**config.mk**
```make
export PLATFORM = sky130hd
export DESIGN_NAME = wide_timer
export DESIGN_NICKNAME = d
export VERILOG_FILES = /design/src/wide_timer_pkg.sv /design/src/tick_if.sv /design/src/clk_source_sel.sv /design/src/wide_timer.sv
export VERILOG_INCLUDE_DIRS = /design/src
export SDC_FILE = /design/constraint.sdc
export NUM_CORES = 1
export LEC_CHECK = 0
export ABC_AREA = 0
export ABC_CLOCK_PERIOD_IN_PS = 2600
export BUFFER_PORTS_ARGS = -buffer_cell sky130_fd_sc_hd__buf_2
export CAP_MARGIN = 5
export CORE_MARGIN = 4
export CORE_UTILIZATION = 50
export CTS_CLUSTER_DIAMETER = 50
export DETAILED_ROUTE_END_ITERATION = 6
export HOLD_SLACK_MARGIN = 0.1
export PLACE_DENSITY = 0.81
export SLEW_MARGIN = 20
export SYNTH_ARGS = -nofsm -noshare
export SYNTH_HDL_FRONTEND = slang
export SYNTH_SLANG_ARGS = --single-unit
```
**constraint.sdc**
```tcl
create_clock -name clock -period 2.6 [get_ports clock]
set_input_delay 0.52 -clock clock [delete_from_list [all_inputs] [get_ports clock]]
set_output_delay 0.52 -clock clock [all_outputs]
set_load 0.005 [all_outputs]
```
**src/wide_timer_cfg.svh**
```systemverilog
// Offsets, field positions, reset values and answer codes of the wide timer.
// Assumes a 32-bit AXI4-Lite register port, one register per aligned word.
// Functional notes
// - Mode field 7:5 picks count clock source
// - Prescaler divides source by 1, 4, 16, 64
// - Field 2:0 picks counter bit 8..15 for events
// - Edge select: rising default, or falling
// - Sixteen-bit counter, increments only, by one
// - Store instruction loads initial count value
// - Load instruction reads current count value
// - Rising, bit 8: events at 0x100, 0x300, then 0x500
// - Falling, bit 8: events at 0x200, 0x400, 0x600
// - After restart, next event on zero-to-one
`ifndef WIDE_TIMER_CFG_SVH
`define WIDE_TIMER_CFG_SVH
`define MODE_IDX 8'h06
`define COUNT_IDX 8'h07
`define CTRL_IDX 8'h08
`define STAT_IDX 8'h09
`define MASK_IDX 8'h0a
`define MODE_RST 8'h00
`define CTRL_RST 8'h00
`define STAT_RST 8'h00
`define MASK_RST 8'h00
`define COUNT_RST 16'h0000
`define SRC_MSB 7
`define SRC_LSB 5
`define DIV_MSB 4
`define DIV_LSB 3
`define ISEL_MSB 2
`define ISEL_LSB 0
`define EDGE_FALL_BIT 0
`define EV_BIT 0
`define ISEL_BASE 4'h8
`define RESP_OKAY 2'b00
`define RESP_SLVERR 2'b10
`endif

```
**src/wide_timer_pkg.sv**
```systemverilog
// Types shared by the wide timer and its clock source stage.
// Assumes wide_timer_cfg.svh for all numeric constants.
package wide_timer_pkg;
   typedef enum logic [2:0]
   {
      SRC_STOP = 3'b000,
      SRC_SYS = 3'b001,
      SRC_RSVD = 3'b010,
      SRC_PIN4_F = 3'b011,
      SRC_FAST = 3'b100,
      SRC_XTAL = 3'b101,
      SRC_SLOW = 3'b110,
      SRC_PIN0_F = 3'b111
   } clk_src_t;

   typedef enum logic [1:0]
   {
      DIV_1 = 2'b00,
      DIV_4 = 2'b01,
      DIV_16 = 2'b10,
      DIV_64 = 2'b11
   } prescale_t;

   typedef struct packed
   {
      logic [4:0] meta;
      logic [4:0] stab;
      logic [4:0] last;
      logic [5:0] pre;
      logic tick;
   } src_state_t;

   typedef struct packed
   {
      logic [7:0] mode;
      logic [7:0] ctrl;
      logic [7:0] status;
      logic [7:0] mask;
      logic [15:0] count;
      logic arm_rise;
      logic aw_held;
      logic [7:0] aw_idx;
      logic w_held;
      logic [31:0] wdata;
      logic [3:0] wstrb;
      logic bvalid;
      logic [1:0] bresp;
      logic rvalid;
      logic [31:0] rdata;
      logic [1:0] rresp;
   } timer_state_t;
endpackage

```
**src/tick_if.sv**
```systemverilog
// Carries source and divider choice out, and the prescaled count tick back.
// Assumes both ends run on the same clock.
`timescale 1ns/1ns
`default_nettype none
interface tick_if;
   wide_timer_pkg::clk_src_t src;
   wide_timer_pkg::prescale_t div;
   logic tick;
   modport producer (input src, input div, output tick);
   modport consumer (output src, output div, input tick);
endinterface
`default_nettype wire

```
**src/clk_source_sel.sv**
```systemverilog
// Count clock source selection, pin synchronisers and prescaler.
// Assumes oscillator inputs are levels much slower than the clock.
`timescale 1ns/1ns
`default_nettype none
`include "wide_timer_cfg.svh"
module clk_source_sel
(
   input wire logic clock,
   input wire logic rst_n,
   input wire logic fast_internal_osc,
   input wire logic crystal_osc,
   input wire logic slow_internal_osc,
   input wire logic port_a_pin4,
   input wire logic port_a_pin0,
   tick_if.producer tk
);
   wide_timer_pkg::src_state_t st_r;
   wide_timer_pkg::src_state_t st_nxt;
   logic raw;

   function automatic logic [5:0] div_limit(input wide_timer_pkg::prescale_t d);
      case (d)
         wide_timer_pkg::DIV_1: div_limit = 6'h00;
         wide_timer_pkg::DIV_4: div_limit = 6'h03;
         wide_timer_pkg::DIV_16: div_limit = 6'h0f;
         default: div_limit = 6'h3f;
      endcase
   endfunction

   always_comb
   begin
      st_nxt = st_r;
      // Order: fast, crystal, slow, pin4, pin0; meta feeds stab only
      st_nxt.meta = {port_a_pin0, port_a_pin4, slow_internal_osc, crystal_osc, fast_internal_osc};
      st_nxt.stab = st_r.meta;
      st_nxt.last = st_r.stab;
      case (tk.src)
         wide_timer_pkg::SRC_SYS: raw = 1'b1;
         wide_timer_pkg::SRC_PIN4_F: raw = st_r.last[3] & ~st_r.stab[3];
         wide_timer_pkg::SRC_FAST: raw = ~st_r.last[0] & st_r.stab[0];
         wide_timer_pkg::SRC_XTAL: raw = ~st_r.last[1] & st_r.stab[1];
         wide_timer_pkg::SRC_SLOW: raw = ~st_r.last[2] & st_r.stab[2];
         wide_timer_pkg::SRC_PIN0_F: raw = st_r.last[4] & ~st_r.stab[4];
         default: raw = 1'b0;
      endcase
      st_nxt.tick = 1'b0;
      if (tk.src == wide_timer_pkg::SRC_STOP || tk.src == wide_timer_pkg::SRC_RSVD)
      begin
         st_nxt.pre = 6'h00;
      end
      else if (raw)
      begin
         // Prescaler counts source edges
         if (st_r.pre >= div_limit(tk.div))
         begin
            st_nxt.pre = 6'h00;
            st_nxt.tick = 1'b1;
         end
         else
         begin
            st_nxt.pre = st_r.pre + 6'h01;
         end
      end
   end

   always_ff @(posedge clock or negedge rst_n)
   begin
      if (!rst_n)
      begin
         st_r <= '0;
      end
      else
      begin
         st_r <= st_nxt;
      end
   end

   assign tk.tick = st_r.tick;
endmodule
`default_nettype wire

```
**src/wide_timer.sv**
```systemverilog
// Sixteen-bit interval timer with AXI4-Lite registers and a level interrupt.
// Assumes a single clock; source inputs are handled by clk_source_sel.
`timescale 1ns/1ns
`default_nettype none
`include "wide_timer_cfg.svh"
module wide_timer
#(
   parameter int ADDR_W = 12
)
(
   input wire logic clock,
   input wire logic rst_n,
   input wire logic fast_internal_osc,
   input wire logic crystal_osc,
   input wire logic slow_internal_osc,
   input wire logic port_a_pin4,
   input wire logic port_a_pin0,
   input wire logic [ADDR_W-1:0] s_axi_awaddr,
   input wire logic [2:0] s_axi_awprot,
   input wire logic s_axi_awvalid,
   output logic s_axi_awready,
   input wire logic [31:0] s_axi_wdata,
   input wire logic [3:0] s_axi_wstrb,
   input wire logic s_axi_wvalid,
   output logic s_axi_wready,
   output logic [1:0] s_axi_bresp,
   output logic s_axi_bvalid,
   input wire logic s_axi_bready,
   input wire logic [ADDR_W-1:0] s_axi_araddr,
   input wire logic [2:0] s_axi_arprot,
   input wire logic s_axi_arvalid,
   output logic s_axi_arready,
   output logic [31:0] s_axi_rdata,
   output logic [1:0] s_axi_rresp,
   output logic s_axi_rvalid,
   input wire logic s_axi_rready,
   output logic irq
);
   if (ADDR_W < 10)
   begin : g_bad_addr
      $error("ADDR_W must be at least 10");
   end

   wide_timer_pkg::timer_state_t st_r;
   wide_timer_pkg::timer_state_t st_nxt;
   tick_if tk ();

   logic aw_go;
   logic w_go;
   logic ar_go;
   logic wr_go;
   logic cnt_wr;
   logic [7:0] ar_idx;
   logic [15:0] inc;
   logic [3:0] bit_pos;
   logic old_bit;
   logic new_bit;
   logic step;
   logic ev;
   logic edge_fall;

   function automatic logic [7:0] reg_index(input logic [ADDR_W-1:0] a);
      reg_index = a[9:2];
   endfunction

   function automatic logic is_mapped(input logic [7:0] idx);
      is_mapped = idx == `MODE_IDX || idx == `COUNT_IDX || idx == `CTRL_IDX
         || idx == `STAT_IDX || idx == `MASK_IDX;
   endfunction

   function automatic logic [7:0] byte_merge(input logic [7:0] old, input logic [7:0] nw, input logic en);
      byte_merge = en ? nw : old;
   endfunction

   clk_source_sel u_src
   (
      .clock(clock),
      .rst_n(rst_n),
      .fast_internal_osc(fast_internal_osc),
      .crystal_osc(crystal_osc),
      .slow_internal_osc(slow_internal_osc),
      .port_a_pin4(port_a_pin4),
      .port_a_pin0(port_a_pin0),
      .tk(tk.producer)
   );

   assign tk.src = wide_timer_pkg::clk_src_t'(st_r.mode[`SRC_MSB:`SRC_LSB]);
   assign tk.div = wide_timer_pkg::prescale_t'(st_r.mode[`DIV_MSB:`DIV_LSB]);

   ////////////////////////////////////////////////////////////////////////////
   // Bus handshakes

   assign s_axi_awready = !st_r.aw_held && !st_r.bvalid;
   assign s_axi_wready = !st_r.w_held && !st_r.bvalid;
   assign s_axi_arready = !st_r.rvalid;
   assign aw_go = s_axi_awvalid && s_axi_awready;
   assign w_go = s_axi_wvalid && s_axi_wready;
   assign ar_go = s_axi_arvalid && s_axi_arready;
   assign ar_idx = reg_index(s_axi_araddr);
   assign wr_go = st_r.aw_held && st_r.w_held && !st_r.bvalid;
   // Store instruction path into the counter
   assign cnt_wr = wr_go && st_r.aw_idx == `COUNT_IDX && st_r.wstrb[1:0] != 2'b00;

   ////////////////////////////////////////////////////////////////////////////
   // Count step and bit event

   assign edge_fall = st_r.ctrl[`EDGE_FALL_BIT];
   assign inc = st_r.count + 16'h0001;
   assign bit_pos = `ISEL_BASE + {1'b0, st_r.mode[`ISEL_MSB:`ISEL_LSB]};
   assign old_bit = st_r.count[bit_pos];
   assign new_bit = inc[bit_pos];
   assign step = tk.tick && !cnt_wr;

   always_comb
   begin
      ev = 1'b0;
      if (step && old_bit != new_bit)
      begin
         if (st_r.arm_rise || !edge_fall)
         begin
            ev = new_bit;
         end
         else
         begin
            ev = !new_bit;
         end
      end
   end

   ////////////////////////////////////////////////////////////////////////////
   // Next state

   always_comb
   begin
      st_nxt = st_r;
      if (aw_go)
      begin
         st_nxt.aw_held = 1'b1;
         st_nxt.aw_idx = reg_index(s_axi_awaddr);
      end
      if (w_go)
      begin
         st_nxt.w_held = 1'b1;
         st_nxt.wdata = s_axi_wdata;
         st_nxt.wstrb = s_axi_wstrb;
      end
      if (step)
      begin
         st_nxt.count = inc;
         if (new_bit && !old_bit)
         begin
            st_nxt.arm_rise = 1'b0;
         end
      end
      if (wr_go)
      begin
         st_nxt.aw_held = 1'b0;
         st_nxt.w_held = 1'b0;
         st_nxt.bvalid = 1'b1;
         st_nxt.bresp = is_mapped(st_r.aw_idx) ? `RESP_OKAY : `RESP_SLVERR;
         case (st_r.aw_idx)
            `MODE_IDX: st_nxt.mode = byte_merge(st_r.mode, st_r.wdata[7:0], st_r.wstrb[0]);
            `COUNT_IDX:
            begin
               // Restart: edge history dropped, wait for zero-to-one
               // Unstrobed bytes keep their value; the step only lands when neither byte is strobed
               st_nxt.count[7:0] = byte_merge(st_nxt.count[7:0], st_r.wdata[7:0], st_r.wstrb[0]);
               st_nxt.count[15:8] = byte_merge(st_nxt.count[15:8], st_r.wdata[15:8], st_r.wstrb[1]);
               if (cnt_wr)
               begin
                  st_nxt.arm_rise = 1'b1;
               end
            end
            `CTRL_IDX: st_nxt.ctrl = byte_merge(st_r.ctrl, {7'h00, st_r.wdata[0]}, st_r.wstrb[0]);
            `MASK_IDX: st_nxt.mask = byte_merge(st_r.mask, {7'h00, st_r.wdata[0]}, st_r.wstrb[0]);
            default: st_nxt.bresp = st_nxt.bresp;
         endcase
      end
      if (st_r.bvalid && s_axi_bready)
      begin
         st_nxt.bvalid = 1'b0;
      end
      if (st_r.rvalid && s_axi_rready)
      begin
         st_nxt.rvalid = 1'b0;
      end
      if (ar_go)
      begin
         st_nxt.rvalid = 1'b1;
         st_nxt.rresp = is_mapped(ar_idx) ? `RESP_OKAY : `RESP_SLVERR;
         case (ar_idx)
            `MODE_IDX: st_nxt.rdata = {24'h000000, st_r.mode};
            `COUNT_IDX: st_nxt.rdata = {16'h0000, st_r.count};
            `CTRL_IDX: st_nxt.rdata = {24'h000000, st_r.ctrl};
            `STAT_IDX: st_nxt.rdata = {24'h000000, st_r.status};
            `MASK_IDX: st_nxt.rdata = {24'h000000, st_r.mask};
            default: st_nxt.rdata = 32'h00000000;
         endcase
         if (ar_idx == `STAT_IDX)
         begin
            st_nxt.status = `STAT_RST;
         end
      end
      // Set wins over a read clear in the same cycle
      if (ev)
      begin
         st_nxt.status[`EV_BIT] = 1'b1;
      end
   end

   always_ff @(posedge clock or negedge rst_n)
   begin
      if (!rst_n)
      begin
         st_r <= '0;
         st_r.mode <= `MODE_RST;
         st_r.ctrl <= `CTRL_RST;
         st_r.status <= `STAT_RST;
         st_r.mask <= `MASK_RST;
         st_r.count <= `COUNT_RST;
      end
      else
      begin
         st_r <= st_nxt;
      end
   end

   ////////////////////////////////////////////////////////////////////////////
   // Outputs

   assign s_axi_bvalid = st_r.bvalid;
   assign s_axi_bresp = st_r.bresp;
   assign s_axi_rvalid = st_r.rvalid;
   assign s_axi_rdata = st_r.rdata;
   assign s_axi_rresp = st_r.rresp;
   assign irq = |(st_r.status & st_r.mask);
endmodule
`default_nettype wire

```
After elaboration in Yosys (flattened, before gate mapping). Cells that the tools add are included. Widths: inputs -> output; s select.

Reductions and logical operators: 47. $add $sub $neg: 3. Equality and inequality tests: 20. Order comparisons: 2. Multiplexer cells: 35. Bitwise gates (word level): 11.

Operators by type and width (number): $pmux 16 s5 (1); $eq 8x4->1 const B (6); $mux 37 (1); $mux 35 (1); $mux 17 (2); $eq 8x3->1 const B (4); $mux 6 (4); $mux 18 (1); $pmux 6 s3 (1); $add 16x1->16 const B (1); $mux 8 (2); $reduce_bool 2->1 (8); $logic_and 1x1->1 (14); $mux 1 (14); $eq 3x3->1 const B (4); $logic_or 1x1->1 (10); $mux 9 (1); $reduce_and 3->1 (3); $bmux 1 s4 (2); $logic_not 1->1 (8); $reduce_or 8->1 (1); $mux 7 (1); $add 6x1->6 const B (1); $and 1x1->1 (6); 15 further kinds (21).

Bits of input ports: 78. Word-level logic and storage cells: 139. Register bits: 134. Output and inout bits: 42.

Depth between registers and ports, before layout. Gate-level depths: netlist of run 1.

Depth in word-level cells: 10. Depth in mapped cells: 10. Depth with buffers taken out: 10.

By module. From an unflattened synthesis of run 1, not the netlist that was laid out.

Cells, all modules: 467. Area total of the unflattened synthesis: 5041.1 µm².

Modules (own cells, without submodules): wide_timer (sequential area each 1901.8 µm², area each 4091.4 µm², cells an instance 389, times used 1); clk_source_sel (sequential area each 550.5 µm², area each 949.7 µm², cells an instance 78, times used 1).

Worst setup path before layout of run 1. OpenSTA, ideal clock, no wires.

Path type: reg-to-reg. Start: register st_r[92] in the netlist's numbering. End: register st_r[109] in the netlist's numbering. Path slack: 0.270 ns. Data required time: 2.507 ns. Buffers on the path: 1. Period minus slack after synthesis: 2.330 ns. Stages on the path, launching flop included: 9. Data arrival time: 2.237 ns. Library setup time: 0.093 ns. Path through: dfrtp_1 > buf_2 > nand3_2 > or4_4 > and3_4 > o31ai_2 > a31oi_2 > ha_1 > o31ai_2.

Longest elaborated chain between the ends: 8. Elaborated cells on any way between the ends: 14. Classes of those cells: add/sub: 1; eq/ne: 1; mux: 7; reduce/logical: 5.

RTL lines: start: declaration (RTL line wide_timer.sv:44) `wide_timer_pkg::timer_state_t st_r;`; start signal: assignment (RTL line wide_timer.sv:224) `st_r <= st_nxt;`; $add 16x1->16 (RTL line wide_timer.sv:108) `assign inc = st_r.count + 16'h0001;`; $bmux 1 s4 (RTL line wide_timer.sv:111) `assign new_bit = inc[bit_pos];`; $mux 1 (not written as such) (RTL line wide_timer.sv:111); $logic_not 1->1 or $ne 1x1->1 (tied branches) (RTL line wide_timer.sv:125, wide_timer.sv:117); $mux 1 or $logic_and 1x1->1 (tied branches) (RTL line wide_timer.sv:119, wide_timer.sv:117); $mux 1 * (RTL line wide_timer.sv:117) `if (step && old_bit != new_bit)`; $reduce_bool 2->1 (no line); $reduce_and 2->1 (no line).

Mark *: on every way between the ends. The rest lies on a longest branch, timed or not. The select of a mux whose other input is x is not followed. A chain may end at the register's enable or synchronous reset.

Worst setup path after layout of run 1.
Start: register st_r[86] in the netlist's numbering. End: register st_r[109] in the netlist's numbering.

Same word-level chain as after synthesis.

==> impl_metrics.csv, run 1 <==
group,metric,value,unit
outcome,outcome,"complete, no violations",
setup_path,arrival,2740,ps
power_and_ir_drop,p_sw,1.46,mW
floorplan,io-pin-count,120,
routing,wl_per_cell,15.5,µm
floorplan,die_w,107,µm
logic_synthesis,ys_seq_area_share,49.7,%
logic_synthesis,syn_area,4930,µm²
grt,grt_max_degree,89,
timing,final_hold_viol_count,0,
power_and_ir_drop,clockPowerShare,25.0,%
setup_path,cp.depth,8,
power_and_ir_drop,power_frac_comb,25.2,%
routing,via_per_inst,5.54,
timing,fin_crit_sh,94.6,%
floorplan,die_area,11500,µm²
setup_path,critical_path_required,2880,ps
layout,area_growth,12.6,%
setup_path,slowest_stage,"dfrtp_1",
logic_synthesis,ys_types,62,
setup_path,cp_num_buf_inv,0,
logic_synthesis,synth_area_leaders,"dfrtp_1 50%, mux2_2 8.5%, buf_4 5.5%, nand2_1 3.0%, nor2_1 2.5%",
clock_tree,clockRootBuffer,"clkbuf_8",
routing,num_vias,3624,
grt,grt_use_total,18.3,%
layout,regArea,2450,µm²
logic_synthesis,synthFlopType,"dfrtp_1",
logic_synthesis,syn_inst,460,
grt,overflow,0,
routing,first_pass_iters,4,
layout,post-route-util,59.0,%
power_and_ir_drop,p_leak,2.54,nW
setup_path,path_max_fanout,7,
logic_synthesis,synthAdderAreaFrac,2.28,%
logic_synthesis,ys_seq_elements,98,
timing,finalMaxSlewViolations,0,
flow_run,maxCapViolations,0,
grt,antenna_found_initial,0,
layout,final_common_cell,"dfrtp_1",
logic_synthesis,synth-simple-area-share,13.9,%
timing,setup_viol_count_final,0,
logic_synthesis,ys_warn_count,0,
grt,grt_pass1_vias,3600,
layout,antennaDiodeCount,0,
timing,finalWorstPathRequiredPeriod,2460,ps
clock_tree,cts-buffers-inserted,9,
layout,multiInputGateArea,2140,µm²
routing,route.antenna.remaining_nets,0,
place,routabilityCongestion,0.905,
logic_synthesis,avgSynthCellArea,10.7,µm²
setup_path,end_kind,"flip-flop",
timing,max_freq,407,MHz
place,portBuffers,69,
power_and_ir_drop,p_int,3.04,mW
floorplan,core,9420,µm²
clock_tree,clk_latency,360,ps
layout,layout-drive-gt1-share,30.7,%
place,place_ws,136,ps
grt,use_met2,27.6,%
setup_path,path_cells,"ha_2, nand2_2, o31a_1, or4_1, a41oi_1, a31oi_2, ha_1, o31ai_2",
routing,wl,10100,µm
setup_path,critPathTopFamily,"compound AO/OA/AOI/OAI gates",
logic_synthesis,synth_compound_area_share,12.7,%
clock_tree,clk_pin_slew,100,ps
hold_path,hold_depth,1,
logic_synthesis,synth_xor_xnor_area_share,1.60,%
layout,layout_common_cells,"96 x dfrtp_1, 68 x buf_2, 39 x nand2_1",
floorplan,die_h,107,µm
clock_tree,clk_path_buf_depth,2,
clock_tree,htreeDepth,3,
hold_path,hold_path_class,"in -> reg",
timing,layout_setup_ws,141,ps
timing,slew_headroom,66.3,%
setup_path,reg2reg_depth,8,
logic_synthesis,async_flop_share,100,%
routing,drt_first_iter_violations,210,
timing,tightest_slew,504,ps
setup_path,startpoint_type,"flip-flop",
floorplan,initial_core_util,52.4,%
power_and_ir_drop,irDropWorstVdd,518,µV
logic_synthesis,yosys.area.top_type_share,49.7,%
logic_synthesis,synth_mux_area_share,11.2,%
routing,drc_errors,0,
grt,grt_pass1_wl,17000,µm
grt,busiest_layer,"met2",
floorplan,rows,35,
power_and_ir_drop,seqPwrFrac,49.8,%
layout,nets,607,
clock_tree,clock_sinks,98,
logic_synthesis,yosysTopAreaCell,"dfrtp_1",
layout,n_fill_cell,787,
timing,finClkSkew,10.1,ps
logic_synthesis,synth_edf_count,0,
clock_tree,tritoncts,"yes",
place,place_hpwl,7410,µm
power_and_ir_drop,power_per_cell_area,811,nW/µm²
grt,use_met3,4.50,%
setup_path,path_class,"reg -> reg",
power_and_ir_drop,switching_share,32.4,%
logic_synthesis,synth_top_family_by_area,"simple AND/OR/NAND/NOR gates",
grt,grt_util_met1,25.3,%
setup_path,slowest_delay,450,ps
==> path summary, 6_finish.rpt <==
check	from	end	slack [ps]
min reg2reg	u_src.st_nxt[13]	u_src.st_nxt[8]	360
min	fast_internal_osc	u_src.st_nxt[12]	250
max reg2reg	st_r[86]	st_r[109]	140
max in group asynchronous	rst_n	st_r[85]	1380
max	st_r[86]	st_r[109]	140
min in group asynchronous	rst_n	u_src.st_nxt[12]	510
==> what timing repair did <==
action	CTS	global route
gates resized for setup	0	7
setup buffers	0	0
hold buffers	1	0
setup endpoints to repair	0	4
hold endpoints to repair	10	0
==> power by group through the flow <==
| stage | Sequential [mW] | Combinational, mW | Clock, mW |
|---|---|---|---|
| final | 2.24 | 1.14 | 1.12 |
| after detailed placement | 2.26 | 1.13 | 0 |
| after floorplan | 2.13 | 0.867 | 0 |
| after CTS | 2.23 | 1.13 | 1.14 |
| after global placement | 2.23 | 1.06 | 0 |
| after global routing | 2.30 | 1.27 | 1.23 |
==> cell families after synthesis <==
| kind of cell | Yosys count |
|---|---|
| AO/OA/AOI/OAI | 92 |
| AND/OR/NAND/NOR | 131 |
| flip-flops | 98 |
| other | 1 |
| buffers and inverters | 72 |
| adder cells (fa/ha/maj) | 9 |
| XOR/XNOR | 9 |
| multiplexers | 48 |
==> stage by stage <==
step / hold slack (ps) / instances / cell area [µm²] / power, mW / TNS, ps
6_report: 251 / 654 / 5550 / 4.50 / 0
5_1_grt: 229 / 654 / 5550 / 4.79 / -7.81
4_1_cts: 239 / 654 / 5530 / 4.51 / 0
3_5_place_dp: 335 / 637 / 5290 / 3.39 / 0
3_3_place_gp: 336 / 637 / 5290 / 3.29 / 0
2_1_floorplan: 224 / 477 / 4990 / 3.00 / 0
==> per-layer routing <==
layer | routed length [µm] | part of all wire (%)
met1 | 4520 | 45
met2 | 4590 | 45
met3 | 801 | 7.9
met4 | 201 | 2.0
met5 | 0 | 0
==> worst reg2reg max path, cell delays in order (launching register included) <==
cell	delay [ps]
dfrtp_1	450
ha_2	250
nand2_2	130
o31a_1	310
or4_1	400
a41oi_1	210
a31oi_2	80
ha_1	330
o31ai_2	220
==> sequential cells by signal, summed over array words and instances (netlist names) <==
| register | cells |
|---|---|
| s_axi_bresp | 1 |
| s_axi_rvalid | 1 |
| s_axi_rdata | 16 |
| u_src.st_nxt | 10 |
| s_axi_bvalid | 1 |
| u_src.st_r | 11 |
| st_r | 55 |
| u_src.tk.tick | 1 |
| edge_fall | 1 |
| s_axi_rresp | 1 |
==> synth_stat cells, types with 4 or more instances <==
master and count:
xor2_1 4, or4_1 5, dfrtp_1 98, mux2i_1 9, nand2b_1 4, nor2b_1 5
ha_1 9, a31oi_1 4, clkbuf_1 12, and2_1 4, nand2_1 40, nor2_1 33
a22o_1 9, nand3_1 9, mux2_2 37, a21oi_1 19, inv_1 17, a211oi_1 4
buf_4 36, o21ai_0 20, xnor2_1 5, nand4_1 7, o31ai_1 5, a21o_1 5
==> final cells by class <==
type	count	area share (%)
flip-flops and latches	98	44.2
multi-input cells	307	38.6
repair buffers	87	8.97
well taps	129	2.91
clock buffers	9	2.23
clock inverters	7	1.92
inverters	17	1.15
Power figures use the tool's default switching activity.
==> inputs of run 2 (changes only) <==
- REMOVE_ABC_BUFFERS: unset -> 1
- SLEW_MARGIN: 20 -> unset
==> run 2 against run 1 <==
Compared with the run above: critical path depth is the same; design area shrank 0.63%; cell count grew 0.31%; core utilization shrank 0.37 points; sequential power is essentially flat; first-iteration DRC count grew 12%; critical path type unchanged; largest cell class unchanged; largest power group unchanged.
==> impl_metrics.csv, run 2 (synthesis results as in run 1) <==
group,metric,value,unit
outcome,outcome,"complete, no violations",
grt,grt_pass1_wl,17400,µm
floorplan,die_h,107,µm
routing,first_pass_iters,5,
power_and_ir_drop,p_leak,2.54,nW
layout,instances_no_fill,656,
floorplan,die_w,107,µm
setup_path,arrival,2750,ps
grt,grt_pass1_vias,3651,
floorplan,io-pin-count,120,
setup_path,r2r_slack,130,ps
timing,fin_crit_sh,95.1,%
timing,final_hold_viol_count,0,
place,placed_cells_incl_taps,640,
layout,n_fill_cell,785,
timing,grt_setup_unrepaired,"false",
clock_tree,htreeDepth,3,
setup_path,end_kind,"flip-flop",
hold_path,hold_path_class,"in -> async",
routing,drt_first_iter_violations,235,
layout,top_register,"st_r",
place,routabilityCongestion,0.885,
timing,fin_hold_ws,128,ps
flow_run,maxCapViolations,0,
clock_tree,clock_sinks,98,
timing,tns,0,ps
power_and_ir_drop,irDropWorstVdd,470,µV
setup_path,crit_start,"st_r[85]",
floorplan,core,9420,µm²
timing,finalWorstPathRequiredPeriod,2470,ps
layout,final_common_cell,"dfrtp_1",
layout,nets,609,
clock_tree,clk_pin_slew,100,ps
timing,finClkSkew,8.23,ps
floorplan,rows,35,
clock_tree,cts_setup_buffers,0,
routing,drc_errors,0,
place,place_ws,117,ps
power_and_ir_drop,power_per_cell_area,779,nW/µm²
grt,overflow,0,
setup_path,r2r_start,"st_r[85]",
grt,grt_max_degree,45,
routing,num_vias,3627,
clock_tree,clk_path_buf_depth,2,
routing,route.antenna.remaining_nets,0,
timing,slew_headroom,63.1,%
place,place_hpwl,7710,µm
timing,layout_setup_ws,129,ps
layout,antennaDiodeCount,0,
setup_path,path_class,"reg -> reg",
setup_path,critical_path_required,2880,ps
place,portBuffers,69,
clock_tree,tritoncts,"yes",
clock_tree,ctsHoldBuffers,0,
routing,wl_per_cell,15.7,µm
grt,antenna_found_initial,0,
layout,layout-drive-gt1-share,30.9,%
setup_path,path_max_fanout,7,
setup_path,r2r_end,"st_r[109]",
clock_tree,clockRootBuffer,"clkbuf_8",
clock_tree,clk_latency,370,ps
setup_path,reg2reg_depth,8,
floorplan,die_area,11500,µm²
timing,setup_viol_count_final,0,
grt,grt_use_total,18.9,%
layout,regArea,2450,µm²
routing,via_per_inst,5.53,
floorplan,initial_core_util,52.4,%
layout,layout_common_cells,"97 x dfrtp_1, 68 x buf_2, 39 x nand2_1",
routing,wl,10300,µm
setup_path,startpoint_type,"flip-flop",
timing,max_freq,405,MHz
layout,largest_reg_flops,55,
timing,tightest_slew,553,ps
timing,finalMaxSlewViolations,0,
power_and_ir_drop,finalPower,4.30,mW
clock_tree,ctsResizeCount,0,
layout,area_growth,11.9,%
layout,multiInputGateArea,2150,µm²
clock_tree,cts-buffers-inserted,9,
==> run 2: worst max path at each step <==
stage                     end  cells past startpoint
global route        st_r[109]                      8
finish              st_r[109]                      8
detailed placement  st_r[109]                      8
CTS                 st_r[109]                      8
global placement    st_r[109]                      8
floorplan           st_r[109]                      7
==> run 2: final cells by class <==
class / instances / share of cell area [%]
sequential: 98 / 44.5
multi-input combinational: 307 / 39.1
timing repair buffer: 89 / 9.03
tap: 129 / 2.93
clock buffer: 9 / 2.25
inverter: 17 / 1.16
clock inverter: 7 / 1.11
==> run 2: metal layers <==
layer	routed length (µm)	global-route usage (%)	share of wire (%)	vias up
li1	-	-	-	1702
met1	4380	25.0	42	1755
met2	4850	30.4	47	156
met3	883	3.96	8.6	14
met4	187	7.67	1.8	0
met5	0	0	0	-
==> run 2: worst max-delay path, cell delays in order (launching register included) <==
cell and delay [ps]:
dfrtp_2 420, ha_1 250, nand2_2 150, o31a_1 330
or4_1 400, a41oi_1 220, a31oi_2 80, ha_1 330
o31ai_2 220
==> run 2: stage by stage <==
stage / area [µm²] / utilization (%)
floorplan: 4640 / -
global placement: 5300 / 56.3
detailed placement: 5300 / 56.3
CTS: 5480 / 58.2
global route: 5520 / 58.6
finish: 5520 / 58.6
==> run 2: power by group <==
part | switching, mW | internal, mW
sequential | 0.345 | 1.89
clock | 0.557 | 0.362
combinational | 0.546 | 0.599
==> inputs of run 3 (changes only) <==
- ABC_AREA: 0 -> 1
==> run 3 against run 2 <==
Compared with the run above: largest power group unchanged; global-route usage up 0.82 points; setup slack improved by 230 ps; largest cell class unchanged; cell count grew 18%; clock power grew 32%; critical path depth up 8; via count grew 13%; fmax is 10% higher; core utilization shrank 1.8 points.
==> impl_metrics.csv, run 3 <==
group,metric,value,unit
logic_synthesis,async_flop_share,100,%
clock_tree,clockRootBuffer,"clkbuf_8",
timing,finClkSkew,9.24,ps
timing,fin_crit_sh,86.0,%
routing,drc_errors,0,
clock_tree,ctsHoldBuffers,0,
timing,tns,0,ps
logic_synthesis,ys_types,41,
logic_synthesis,yosys.area.top_type_share,48.6,%
place,place_hpwl,8180,µm
floorplan,io-pin-count,120,
outcome,outcome,"complete, no violations",
power_and_ir_drop,p_leak,2.77,nW
timing,grt_setup_unrepaired,"false",
power_and_ir_drop,irDropWorstVdd,623,µV
logic_synthesis,yosys-top-cells-count,"112 x nand2_1, 98 x dfrtp_1, 65 x inv_1, 52 x nand3_1, 42 x nor2_1",
logic_synthesis,yosysTopAreaCell,"dfrtp_1",
layout,largest_reg_flops,55,
layout,instances_no_fill,777,
grt,use_met2,32.7,%
setup_path,cpMostUsedCell,"nand2_1",
setup_path,critPathTopFamily,"simple AND/OR/NAND/NOR gates",
setup_path,r2r_slack,360,ps
routing,wl_per_cell,14.1,µm
layout,antennaDiodeCount,0,
timing,final_hold_viol_count,0,
setup_path,slowest_stage,"dfrtp_1",
grt,overflow,0,
clock_tree,clk_latency,370,ps
grt,grt_max_degree,40,
layout,top_register,"st_r",
grt,antenna_found_initial,0,
floorplan,die_h,109,µm
grt,grt_pass1_wl,18600,µm
clock_tree,ctsResizeCount,0,
layout,regArea,2450,µm²
routing,num_vias,4112,
power_and_ir_drop,power_per_cell_area,917,nW/µm²
clock_tree,tritoncts,"yes",
grt,busiest_layer,"met2",
floorplan,core,9820,µm²
setup_path,cp_num_buf_inv,2,
layout,layout-drive-gt1-share,19.7,%
logic_synthesis,avgSynthCellArea,8.60,µm²
grt,grt_use_total,19.7,%
timing,setup_viol_count_final,0,
logic_synthesis,syn_area,5050,µm²
grt,grt_util_met1,26.1,%
logic_synthesis,synth_area_leaders,"dfrtp_1 49%, nand2_1 8.3%, buf_4 5.5%, nand3_1 5.2%, inv_1 4.8%",
routing,via_per_inst,5.29,
layout,final_area,5580,µm²
clock_tree,htreeDepth,3,
layout,multiInputGateArea,2040,µm²
clock_tree,clock_sinks,98,
setup_path,slowest_delay,400,ps
timing,tightest_slew,792,ps
logic_synthesis,synthFlopType,"dfrtp_1",
clock_tree,cts_setup_buffers,0,
place,placed_area,5330,µm²
floorplan,rows,36,
flow_run,maxCapViolations,0,
logic_synthesis,synth_most_common_cell,"nand2_1",
setup_path,path_class,"reg -> reg",
floorplan,die_area,11800,µm²
routing,first_pass_iters,5,
setup_path,r2r_end,"st_r[109]",
clock_tree,cts-buffers-inserted,9,
layout,layout_common_cells,"112 x nand2_1, 98 x dfrtp_1, 68 x buf_2",
layout,n_fill_cell,922,
place,placed_cells_incl_taps,761,
routing,wl,11000,µm
routing,drt_first_iter_violations,259,
setup_path,reg2reg_depth,16,
hold_path,hold_path_class,"in -> async",
timing,slew_headroom,47.1,%
layout,nets,726,
setup_path,arrival,2540,ps
logic_synthesis,ys_seq_elements,98,
setup_path,startpoint_type,"flip-flop",
logic_synthesis,syn_inst,587,
setup_path,end_kind,"flip-flop",
timing,max_freq,447,MHz
logic_synthesis,ys_warn_count,0,
clock_tree,clk_pin_slew,90,ps
logic_synthesis,synth_edf_count,0,
place,portBuffers,69,
clock_tree,clk_path_buf_depth,2,
floorplan,initial_core_util,51.4,%
logic_synthesis,ys_seq_area_share,48.6,%
setup_path,path_cells,"ha_1, nand2_1, nor2_2, nand2_1, nand2_1, nand3_1, nand2_1, inv_1, nand2_1, nand3_1, nand2_1, inv_1, ha_1, nor2_1, nand3_1, nand2_1",
timing,finalMaxSlewViolations,0,
setup_path,crit_start,"st_r[85]",
timing,finalWorstPathRequiredPeriod,2240,ps
floorplan,die_w,109,µm
setup_path,r2r_start,"st_r[85]",
place,routabilityCongestion,0.917,
timing,fin_hold_ws,124,ps
grt,grt_pass1_vias,4055,
setup_path,critical_path_required,2900,ps
layout,area_growth,10.5,%
setup_path,path_max_fanout,7,
layout,final_common_cell,"nand2_1",
grt,use_met3,3.28,%
routing,route.antenna.remaining_nets,0,
[run 3: changes by cell type in the layout (fill, tap and decap cells not counted), sizes merged, moves of 15 or more]
cell / before / now
nand2: 40 / 113
mux2: 37 / 16
nand3: 10 / 54
o21ai: 22 / 45
buf: 89 / 74
nor2: 33 / 48
inv: 19 / 75
[run 3: how the worst max path moves through the flow]
| stage | slack [ps] | to | cells past startpoint |
|---|---|---|---|
| floorplan | 710 | st_r[109] | 16 |
| global placement | 470 | st_r[109] | 16 |
| detailed placement | 410 | st_r[109] | 16 |
| CTS | 370 | st_r[109] | 16 |
| global route | 140 | st_r[109] | 16 |
| finish | 360 | st_r[109] | 16 |
[run 3: layout make-up]
cell class / count / area share [%]
clock buffers: 9 / 2.22
clock inverters: 7 / 2.22
inverters: 73 / 4.96
multi-input cells: 383 / 36.5
flip-flops and latches: 98 / 44.0
well taps: 133 / 2.98
repair buffers: 74 / 7.13
[run 3: cell families (layout without fill, tap and decap cells)]
family / after synthesis / count (layout) / share of synthesized area [%]
fa+ha+maj: 9 / 9 / 2.23
mux: 16 / 16 / 3.57
simple gates: 239 / 239 / 21.3
buf+inv: 123 / 163 / 12.4
flops: 98 / 98 / 48.6
other cells: 1 / 18 / 0.0742
compound gates: 95 / 95 / 10.9
xor+xnor: 6 / 6 / 1.04
[run 3: report_power, final]
part	total [mW]	switching, mW	internal (mW)
sequential	2.28	0.340	1.94
combinational	1.63	1.01	0.621
clock	1.21	0.560	0.649
total	5.12	1.91	3.21
[run 3: per-layer routing]
metal | part of all wire, % | up-vias
li1 | - | 1983
met1 | 44 | 1943
met2 | 47 | 167
met3 | 7.3 | 19
met4 | 1.8 | 0
met5 | 0 | -
[run 3: worst reg2reg max path: cells and delay by family (launching register included)]
kind / cells / cell delay [ps]
adder cells (fa/ha/maj): 2 / 490
flip-flops: 1 / 400
AND/OR/NAND/NOR: 12 / 1200
buffers and inverters: 2 / 80
[run 3: per-stage QoR]
step | utilization [%] | setup WS (ps) | power [mW]
CTS | 56.8 | 373 | 5.12
detailed placement | 54.3 | 408 | 3.91
global route | 56.8 | 142 | 5.48
finish | 56.8 | 363 | 5.12
floorplan | - | 712 | 3.40
global placement | 54.3 | 466 | 3.82
